--- src/acfr_pkg.sv ---
package acfr_pkg;

  // Register byte offsets on the APB
  localparam logic [7:0] ACFR_OFF_CONTROL     = 8'h00;
  localparam logic [7:0] ACFR_OFF_CONFIG      = 8'h04;
  localparam logic [7:0] ACFR_OFF_RESULT_HIGH = 8'h08;
  localparam logic [7:0] ACFR_OFF_RESULT_LOW  = 8'h0c;
  localparam logic [7:0] ACFR_OFF_INT_STATUS  = 8'h10;
  localparam logic [7:0] ACFR_OFF_INT_MASK    = 8'h14;

  // Values after reset
  localparam logic [7:0] ACFR_CONTROL_RESET = 8'h00;
  localparam logic [7:0] ACFR_CONFIG_RESET  = 8'h00;
  localparam logic [0:0] ACFR_INT_RESET     = 1'h0;

  // Field positions
  localparam int ACFR_CTRL_ENABLE_BIT = 0;
  localparam int ACFR_CTRL_GO_BIT     = 1;
  localparam int ACFR_CTRL_CHAN_LSB   = 2;
  localparam int ACFR_CFG_UNUSED_BIT  = 3;
  localparam int ACFR_INT_DONE_BIT    = 0;

  // Result width and the width of the unused padding
  localparam int ACFR_RESULT_W = 10;
  localparam int ACFR_PAD_W    = 6;

  // Conversion clock select codes
  localparam logic [2:0] ACFR_CS_DIV2  = 3'h0;
  localparam logic [2:0] ACFR_CS_DIV8  = 3'h1;
  localparam logic [2:0] ACFR_CS_DIV32 = 3'h2;
  localparam logic [2:0] ACFR_CS_RC_A  = 3'h3;
  localparam logic [2:0] ACFR_CS_DIV4  = 3'h4;
  localparam logic [2:0] ACFR_CS_DIV16 = 3'h5;
  localparam logic [2:0] ACFR_CS_DIV64 = 3'h6;
  localparam logic [2:0] ACFR_CS_RC_B  = 3'h7;

  // Positive reference codes
  localparam logic [1:0] ACFR_PREF_SUPPLY   = 2'h0;
  localparam logic [1:0] ACFR_PREF_RESERVED = 2'h1;
  localparam logic [1:0] ACFR_PREF_PIN      = 2'h2;
  localparam logic [1:0] ACFR_PREF_FIXED    = 2'h3;

  // Configuration register layout
  typedef struct packed {
    logic       justification_select;
    logic [2:0] conversion_clock_select;
    logic       unused;
    logic       negative_reference_select;
    logic [1:0] positive_reference_select;
  } acfr_config_t;

  // Result coming back from the analog converter
  typedef struct packed {
    logic                     done;
    logic [ACFR_RESULT_W-1:0] data;
  } acfr_conv_in_t;

  // Controls going out to the analog converter
  typedef struct packed {
    logic       converter_enable;
    logic       start;
    logic       abort;
    logic       busy;
    logic       clk_en;
    logic [4:0] channel_select;
    logic [1:0] positive_reference_select;
    logic       negative_reference_select;
  } acfr_conv_out_t;

endpackage

--- src/acfr_top.sv ---
`timescale 1ns/1ps

// What this block does
// Right justify: high result top six bits zero
// Left justify: low result bottom six bits zero
// Clock select picks divisor or RC oscillator
// Negative reference: ground or external pin
// Positive reference: supply, pin, fixed; 01 reserved
// Left format: result 9..2 into high
// Left format: result 1..0 into low 7..6
// Right format: result 9..8 into high 1..0
// Right format: result 7..0 into low
// Software waits acquisition interval before starting
// Config bit 3 ignores writes, reads zero
// Config clears on reset; results keep contents
// Completion clears busy, sets flag, loads results
// Justification applied only when result loads

module acfr_top
(
  // Clock and reset
  input  wire logic                  pclk,
  input  wire logic                  presetn,
  // APB slave
  input  wire logic                  psel,
  input  wire logic                  penable,
  input  wire logic                  pwrite,
  input  wire logic [7:0]            paddr,
  input  wire logic [31:0]           pwdata,
  output logic      [31:0]           prdata,
  output logic                       pready,
  output logic                       pslverr,
  // Analog converter side
  input  wire logic                  rc_tick,
  input  wire acfr_pkg::acfr_conv_in_t conv_in,
  output acfr_pkg::acfr_conv_out_t   conv_out,
  // Interrupt
  output logic                       irq
);

  import acfr_pkg::*;

  // Register state
  logic [4:0]     channel_select;
  logic           converter_enable;
  logic           busy;
  acfr_config_t   cfg;
  logic [7:0]     result_high;
  logic [7:0]     result_low;
  logic [0:0]     int_status;
  logic [0:0]     int_mask;
  logic           start_pulse;
  logic           abort_pulse;

  // Next values
  logic           next_busy;
  logic [0:0]     next_int_status;
  logic [7:0]     next_result_high;
  logic [7:0]     next_result_low;

  // Bus decode
  logic           setup_phase;
  logic           access_phase;
  logic           wr_access;
  logic           hit_control;
  logic           hit_config;
  logic           hit_result_high;
  logic           hit_result_low;
  logic           hit_int_status;
  logic           hit_int_mask;
  logic           hit_any;
  logic           wr_control;
  logic           wr_config;
  logic           wr_result_high;
  logic           wr_result_low;
  logic           wr_int_status;
  logic           wr_int_mask;

  // Control write fields
  logic           wdata_enable;
  logic           wdata_go;
  logic           ctrl_run;
  logic           ctrl_stop;
  logic           start_req;
  logic           abort_req;

  // Formatted result
  logic [ACFR_RESULT_W-1:0] res;
  logic [7:0]     fmt_high;
  logic [7:0]     fmt_low;

  // Read path
  logic [7:0]     control_view;
  logic [7:0]     config_view;
  logic [7:0]     read_byte;
  logic [7:0]     status_view;
  logic [7:0]     mask_view;
  logic           read_setup;
  logic           conv_tick;

  // Config write data and flag strobes
  acfr_config_t   cfg_wdata;
  logic           set_done;
  logic           clear_done;

  // Zero-wait APB: every access completes in its first access cycle
  assign setup_phase  = psel && !penable;
  assign access_phase = psel && penable;
  assign wr_access    = access_phase && pwrite;
  assign read_setup   = setup_phase && !pwrite;
  assign pready       = 1'b1;

  // Address decode
  assign hit_control     = (paddr == ACFR_OFF_CONTROL);
  assign hit_config      = (paddr == ACFR_OFF_CONFIG);
  assign hit_result_high = (paddr == ACFR_OFF_RESULT_HIGH);
  assign hit_result_low  = (paddr == ACFR_OFF_RESULT_LOW);
  assign hit_int_status  = (paddr == ACFR_OFF_INT_STATUS);
  assign hit_int_mask    = (paddr == ACFR_OFF_INT_MASK);
  assign hit_any         = hit_control || hit_config || hit_result_high
                        || hit_result_low || hit_int_status || hit_int_mask;
  assign pslverr         = access_phase && !hit_any;

  // Write strobes
  assign wr_control     = wr_access && hit_control;
  assign wr_config      = wr_access && hit_config;
  assign wr_result_high = wr_access && hit_result_high;
  assign wr_result_low  = wr_access && hit_result_low;
  assign wr_int_status  = wr_access && hit_int_status;
  assign wr_int_mask    = wr_access && hit_int_mask;

  // Start needs the converter enabled and idle; clearing go aborts
  assign wdata_enable = pwdata[ACFR_CTRL_ENABLE_BIT];
  assign wdata_go     = pwdata[ACFR_CTRL_GO_BIT];
  assign ctrl_run     = wdata_go && wdata_enable;
  assign ctrl_stop    = !ctrl_run;
  assign start_req    = wr_control && ctrl_run && !busy && !conv_in.done;
  assign abort_req    = wr_control && busy && ctrl_stop;

  // Control register and one-cycle start/abort pulses
  always_ff @(posedge pclk or negedge presetn)
  begin
    if (!presetn)
    begin
      channel_select   <= ACFR_CONTROL_RESET[6:2];
      converter_enable <= ACFR_CONTROL_RESET[0];
      start_pulse      <= 1'b0;
      abort_pulse      <= 1'b0;
    end
    else
    begin
      start_pulse <= start_req;
      abort_pulse <= abort_req;
      if (wr_control)
      begin
        channel_select   <= pwdata[ACFR_CTRL_CHAN_LSB +: 5];
        converter_enable <= wdata_enable;
      end
    end
  end

  // Busy flag: completion clears it, a start sets it
  always_comb
  begin
    next_busy = busy;
    if (conv_in.done || abort_req)
      next_busy = 1'b0;
    else if (start_req)
      next_busy = 1'b1;
  end

  always_ff @(posedge pclk or negedge presetn)
  begin
    if (!presetn)
      busy <= ACFR_CONTROL_RESET[ACFR_CTRL_GO_BIT];
    else
      busy <= next_busy;
  end

  // Config write data; the unused bit never stores a one
  always_comb
  begin
    cfg_wdata                      = acfr_config_t'(pwdata[7:0]);
    cfg_wdata[ACFR_CFG_UNUSED_BIT] = 1'b0;
  end

  // Configuration register
  always_ff @(posedge pclk or negedge presetn)
  begin
    if (!presetn)
      cfg <= acfr_config_t'(ACFR_CONFIG_RESET);
    else if (wr_config)
      cfg <= cfg_wdata;
  end

  // Result formatting taken from the live data at load time
  assign res = conv_in.data;
  assign fmt_high = cfg.justification_select
                  ? {{ACFR_PAD_W{1'b0}}, res[9:8]}
                  : res[9:2];
  assign fmt_low  = cfg.justification_select
                  ? res[7:0]
                  : {res[1:0], {ACFR_PAD_W{1'b0}}};

  // Result load on completion; software writes otherwise
  always_comb
  begin
    next_result_high = result_high;
    next_result_low  = result_low;
    if (conv_in.done)
    begin
      next_result_high = fmt_high;
      next_result_low  = fmt_low;
    end
    else
    begin
      if (wr_result_high)
        next_result_high = pwdata[7:0];
      if (wr_result_low)
        next_result_low = pwdata[7:0];
    end
  end

  // Results are not touched by reset
  always_ff @(posedge pclk)
  begin
    result_high <= next_result_high;
    result_low  <= next_result_low;
  end

  // Flag event and software clear strobes
  assign set_done   = conv_in.done;
  assign clear_done = wr_int_status && pwdata[ACFR_INT_DONE_BIT];

  // Sticky completion flag, write one to clear, set wins
  always_comb
  begin
    next_int_status = int_status;
    if (clear_done)
      next_int_status[ACFR_INT_DONE_BIT] = 1'b0;
    if (set_done)
      next_int_status[ACFR_INT_DONE_BIT] = 1'b1;
  end

  always_ff @(posedge pclk or negedge presetn)
  begin
    if (!presetn)
    begin
      int_status <= ACFR_INT_RESET;
      int_mask   <= ACFR_INT_RESET;
    end
    else
    begin
      int_status <= next_int_status;
      if (wr_int_mask)
        int_mask <= pwdata[ACFR_INT_DONE_BIT +: 1];
    end
  end

  // Level interrupt from unmasked status
  assign irq = |(int_status & int_mask);

  // Register views for reads
  assign control_view = {1'b0, channel_select, busy, converter_enable};
  assign config_view  = cfg;
  assign status_view  = {7'h00, int_status};
  assign mask_view    = {7'h00, int_mask};

  always_comb
  begin
    read_byte = 8'h00;
    case (1'b1)
      hit_control:     read_byte = control_view;
      hit_config:      read_byte = config_view;
      hit_result_high: read_byte = result_high;
      hit_result_low:  read_byte = result_low;
      hit_int_status:  read_byte = status_view;
      hit_int_mask:    read_byte = mask_view;
      default:         read_byte = 8'h00;
    endcase
  end

  // Read data captured in the setup cycle
  always_ff @(posedge pclk or negedge presetn)
  begin
    if (!presetn)
      prdata <= 32'h0000_0000;
    else if (read_setup)
      prdata <= {24'h00_0000, read_byte};
  end

  // Conversion clock enable
  acfr_clock_divider u_divider
  (
    .pclk    (pclk),
    .presetn (presetn),
    .sel     (cfg.conversion_clock_select),
    .rc_tick (rc_tick),
    .tick    (conv_tick)
  );

  // Controls to the analog converter; software times acquisition itself
  assign conv_out.converter_enable          = converter_enable;
  assign conv_out.start                     = start_pulse;
  assign conv_out.abort                     = abort_pulse;
  assign conv_out.busy                      = busy;
  assign conv_out.clk_en                    = conv_tick && converter_enable;
  assign conv_out.channel_select            = channel_select;
  assign conv_out.positive_reference_select = cfg.positive_reference_select;
  assign conv_out.negative_reference_select = cfg.negative_reference_select;

endmodule

--- src/acfr_clock_divider.sv ---
`timescale 1ns/1ps

module acfr_clock_divider
(
  // Clock and reset
  input  wire logic       pclk,
  input  wire logic       presetn,
  // Selection and RC oscillator tick
  input  wire logic [2:0] sel,
  input  wire logic       rc_tick,
  // Conversion clock enable
  output logic            tick
);

  import acfr_pkg::*;

  logic [5:0] count;
  logic [5:0] terminal;
  logic       use_rc;
  logic       wrap;

  // Terminal count per divisor
  always_comb
  begin
    use_rc   = 1'b0;
    terminal = 6'h01;
    case (sel)
      ACFR_CS_DIV2:  terminal = 6'h01;
      ACFR_CS_DIV4:  terminal = 6'h03;
      ACFR_CS_DIV8:  terminal = 6'h07;
      ACFR_CS_DIV16: terminal = 6'h0f;
      ACFR_CS_DIV32: terminal = 6'h1f;
      ACFR_CS_DIV64: terminal = 6'h3f;
      ACFR_CS_RC_A:  use_rc   = 1'b1;
      ACFR_CS_RC_B:  use_rc   = 1'b1;
      default:       terminal = 6'h01;
    endcase
  end

  assign wrap = (count >= terminal);

  // Free running divider; restarts when the divisor is lowered
  always_ff @(posedge pclk or negedge presetn)
  begin
    if (!presetn)
      count <= 6'h00;
    else if (wrap || use_rc)
      count <= 6'h00;
    else
      count <= count + 6'h01;
  end

  // One-cycle enable, or the RC tick when selected
  assign tick = use_rc ? rc_tick : wrap;

endmodule

--- config.mk ---
export PLATFORM = sky130hd
export DESIGN_NAME = acfr_top
export DESIGN_NICKNAME = d
export VERILOG_FILES = /design/src/acfr_pkg.sv /design/src/acfr_top.sv /design/src/acfr_clock_divider.sv
export SDC_FILE = /design/constraint.sdc
export NUM_CORES = 1
export LEC_CHECK = 0
export ABC_AREA = 0
export BUFFER_PORTS_ARGS = -buffer_cell sky130_fd_sc_hd__buf_2
export CORE_ASPECT_RATIO = 1.2
export CORE_UTILIZATION = 49
export DETAILED_ROUTE_END_ITERATION = 10
export PLACE_DENSITY = 0.83
export RECOVER_POWER = 25
export REMOVE_ABC_BUFFERS = 1
export SLEW_MARGIN = 20
export SYNTH_ARGS = -nofsm -noshare
export SYNTH_HDL_FRONTEND = slang
export SYNTH_SLANG_ARGS = --single-unit
--- constraint.sdc ---
create_clock -name pclk -period 2.2 [get_ports pclk]
set_input_delay 0.22 -clock pclk [delete_from_list [all_inputs] [get_ports pclk]]
set_output_delay 0.22 -clock pclk [all_outputs]
set_load 0.03 [all_outputs]
== Yosys cells after proc, flatten, opt, wreduce, memory -nomap -nowiden ==
Cells that the tools add are included.
Operators by class
  add/sub/neg operators: 1
  magnitude comparators: 1
  equality and inequality tests: 12
  multiplexer cells: 20
  bitwise gates (word level): 1
  reduce and logical (&&, ||, !) cells: 38
Operators with widths (number)
  2-to-1 mux 8 bit: 10
  case mux 6 bit (5 select lines): 1
  logical AND 1 bit: 19
  == test 8 x 4 -> 1 bit (second input constant): 2
  == test 8 x 5 -> 1 bit (second input constant): 2
  == test 3 bit (second input constant): 4
  == test 8 x 3 -> 1 bit (second input constant): 1
  zero test 8 bit: 1
  2-to-1 mux 1 bit: 8
  nonzero test 2 bit: 4
  logical OR 1 bit: 7
  adder 6 x 1 -> 6 bit (second input constant): 1
  == test 3 x 2 -> 1 bit (second input constant): 2
  greater-or-equal comparator 6 bit: 1
  zero test 1 bit: 6
  2-to-1 mux 6 bit: 1
  == test 3 x 1 -> 1 bit (second input constant): 1
  OR reduction 2 bit: 1
  AND 1 bit: 1
Storage, ports and cells
  flip-flop bits (word level): 48
  output and inout bits: 48
  logic and storage cells: 88

== Longest topological paths before layout ==
  word-level depth: 8
  depth in mapped cells: 7

== Modules after synthesis ==
From an unflattened synthesis, not the netlist that was laid out.
Second synthesis, totals
  cells, all modules: 244
  area, all modules: 2813.9 sq um
Modules (own cells, without submodules)
  acfr_top: instances 1, cells each 194, area an instance 2334.7 sq um, seq. area each 1131.1 sq um
  acfr_clock_divider: instances 1, cells each 50, area an instance 479.2 sq um, seq. area each 150.1 sq um

== Least setup slack after synthesis ==
Ideal clock, no wire load.
  kind: input-to-reg
  start: input port paddr[4]
  end: register cfg[4] (netlist bit)
  arrival time: 1.999 ns
  slack: 0.076 ns
  stages: 5
  path buffers: 1
  cell sequence: or4_4 > or3_1 > buf_6 > nor4_4 > mux2_2
On the way
  cells in the longest elaborated chain, start to end: 2
Ends and longest elaborated chain
  from (decl): line acfr_top.sv:28  | input wire logic [7:0] paddr,
  == test 8 x 3 -> 1 bit: line acfr_top.sv:115  | assign hit_config = (paddr == ACFR_OFF_CONFIG);
  logical AND 1 bit: line acfr_top.sv:126  | assign wr_config = wr_access && hit_config;
  to (signal assigned): line acfr_top.sv:191  | cfg <= acfr_config_t'(ACFR_CONFIG_RESET);
  to (signal assigned): line acfr_top.sv:193  | cfg <= cfg_wdata;
  to (decl): line acfr_top.sv:47  | acfr_config_t cfg;
No other way between the ends.
A chain may end at the register's enable or synchronous reset.

==> flow_summary.json <==
{
  "holdPathEnd": "channel_select[1]",
  "io_buffers": 55,
  "worstMarginPinSlew_ps": 1720,
  "grt_pass1_vias": 1974,
  "fillCellCount": 482,
  "cts_tree": "done",
  "worst_r2r_endpoint": "u_divider.count[4]",
  "ant_nets": 0,
  "synth_common_cells": "32 x buf_4, 32 x dfrtp_1, 20 x mux2_2",
  "numClockSinks": 48,
  "first_iter_violations": 71,
  "maxCapViolCount": 1,
  "startpoint_type": "flip-flop",
  "postSynthCellCount": 247,
  "rows": 29,
  "r2r_start": "cfg[4]",
  "seq_area_um2": 1280,
  "overflow": 0,
  "clk-insertion-delay-late_ps": 300,
  "critical_path_arrival_ps": 2120,
  "avgSynthCellArea_um2": 10.9,
  "p_per_area_nw_per_um2": 630,
  "n_antenna_cell": 0,
  "holdCritPathClass": "input pin to flip-flop",
  "start_util": 0.510,
  "postPlaceCellArea_um2": 2920,
  "die_area_um2": 5820,
  "p_total_mw": 1.91,
  "drive_gt1_frac": 0.342,
  "gp_congestion": 0.778,
  "totalWireLength_um": 5780,
  "ir_drop_mv": 0.495,
  "track_usage": 0.204,
  "final_cell_area_um2": 3030,
  "path_clk_slew_ps": 90,
  "yosys.cell_types.count": 47,
  "min_from": "pwdata[3]",
  "synth_seq_area_share": 0.474,
  "p_leak_nw": 1.51,
  "async_flop_share": 0.667,
  "wl_per_cell_um": 15.9,
  "hold_viol": 0,
  "hold_ws_ps": 169,
  "dp_hpwl_um": 4160,
  "antenna_found_initial": 0,
  "r2r_cells": 8,
  "clock_skew_ps": 15.2,
  "end_kind": "output port",
  "finalCritPeriodShare": 1.06,
  "synth_area_um2": 2700,
  "drt-vias-per-instance": 5.59,
  "worst_slack_ps": -142,
  "drt_pass1_iterations": 4,
  "multi_input_area_um2": 1210,
  "path_max_fanout": 5,
  "final_core_util": 0.573,
  "ys.flop_type": "dfrtp_1",
  "synth-seq-cells": 48,
  "status": "finished, violations left",
  "io_pins": 105,
  "clockRootBuffer": "clkbuf_8",
  "area_delta_synth_final_pct": 12.3,
  "rsz0062_at_grt": "true",
  "drc_errors": 0,
  "slew_violations": 33,
  "vias": 2029,
  "clock_path_buffers": 2,
  "min_path_cells": 2,
  "slew_headroom": -0.146,
  "max_freq_mhz": 427,
  "setup_viol": 1,
  "die_x_um": 69.8,
  "hold_buffers": 0,
  "synth_top_area_frac": 0.296,
  "die_h_um": 83.4,
  "crit_type": "flip-flop to output port",
  "h-tree-depth": 2,
  "core_area_um2": 5300,
  "grt_max_degree": 33,
  "synth_warnings": 0,
  "synth_top_area_cell": "dfrtp_1",
  "r2r_slack_ps": 340,
  "fin_crit_ps": 2340,
  "cp.required_ps": 1980,
  "grt_first_pass_wirelength_um": 9430,
  "synth.area.top_cells": "dfrtp_1 30%, edfxtp_1 18%, buf_4 8.9%, mux2_2 8.3%, ha_1 2.8%",
  "synth_edf_count": 16,
  "numCtsBuffers": 5,
  "nets": 363,
  "failed_checks": "capacitance limit, slew limit, setup timing"
}
cell families (layout without fill, tap and decap cells):
family | after synthesis | after routing | synth area share
AND/OR/NAND/NOR | 68 | 68 | 0.139
flip-flops | 48 | 48 | 0.474
buffers and inverters | 48 | 79 | 0.114
AO/OA/AOI/OAI | 45 | 45 | 0.124
multiplexers | 26 | 26 | 0.106
adder cells (fa/ha/maj) | 6 | 6 | 0.0278
XOR/XNOR | 4 | 4 | 0.0130
other | 2 | 25 | 0.00278
power breakdown:
part | total, mW | leakage, nW | internal (mW) | switching, mW
Clock | 0.511 | 0.0424 | 0.227 | 0.283
Sequential | 1.02 | 0.590 | 0.981 | 0.0365
Combinational | 0.383 | 0.874 | 0.145 | 0.238
Total | 1.91 | 1.51 | 1.35 | 0.557
critical path, cell delays in order (launching register included):
cell and delay, ps:
dfrtp_2 450, or3_1 370, nand2_1 70, ha_1 230
a21oi_2 120, o21ai_1 70, a31o_2 250, o211a_1 140
buf_6 140
stage by stage:
step                setup TNS (ps)  setup slack, ps  instances
finish                        -142             -142        363
global route                  -240             -240        363
CTS                           -151             -151        363
detailed placement            -500            -86.7        353
global placement              -218            -36.9        353
floorplan                        0             37.0        227
how the worst max path moves through the flow:
| stage | from | end | slack, ps | depth (start not counted) |
|---|---|---|---|---|
| global route | cfg[5] | conv_out[8] | -240 | 7 |
| detailed placement | paddr[4] | conv_out[2] | -90 | 6 |
| floorplan | paddr[4] | cfg[4] | 40 | 4 |
| global placement | paddr[4] | conv_out[0] | -40 | 6 |
| CTS | cfg[4] | conv_out[8] | -150 | 8 |
| finish | cfg[4] | conv_out[8] | -140 | 8 |
metal layers:
metal | share of wire | vias up | track usage
li1 | - | 940 | -
met5 | 0 | - | 0
met3 | 0.058 | 14 | 0.0413
met2 | 0.51 | 79 | 0.335
met1 | 0.41 | 996 | 0.260
met4 | 0.022 | 0 | 0.0891
timing repair:
action	in CTS	in global routing
setup endpoints to repair	1	1
gates resized for setup	6	1
buffers inserted	2	0
pin swaps	2	0
state kept, by name (all words and copies together) (netlist names):
| signal | cells |
|---|---|
| u_divider.count | 6 |
| converter_enable | 1 |
| start_pulse | 1 |
| conv_out | 3 |
| channel_select | 5 |
| abort_pulse | 1 |
| busy | 1 |
| int_mask | 1 |
| result_high | 8 |
| result_low | 8 |
| prdata | 8 |
| cfg | 4 |
| int_status | 1 |
placed cells by master, fill, tap and decap left out, drive strengths merged, types with 2 or more instances in the layout:
cell type,count
clkbuf,8
conb,25
and2,3
nand3,4
mux2i,6
nor4,3
a21oi,8
xor2,2
nor2b,7
a22o,2
and3,2
o21ai,5
a31o,2
edfxtp,16
dfrtp,32
nand2,15
ha,6
nor3,7
mux2,20
a21o,9
o211a,2
nor2,16
xnor2,2
inv,5
a221o,6
buf,65
or3,2
or4,2
a22oi,6
cell type report:
cell class	instances	share of cell area
timing repair buffer	66	0.120
multi-input combinational	174	0.398
tap	62	0.0256
clock inverter	1	0.00289
inverter	5	0.00619
sequential	48	0.423
clock buffer	7	0.0252
Note: power is estimated with default switching activity, not from simulation.
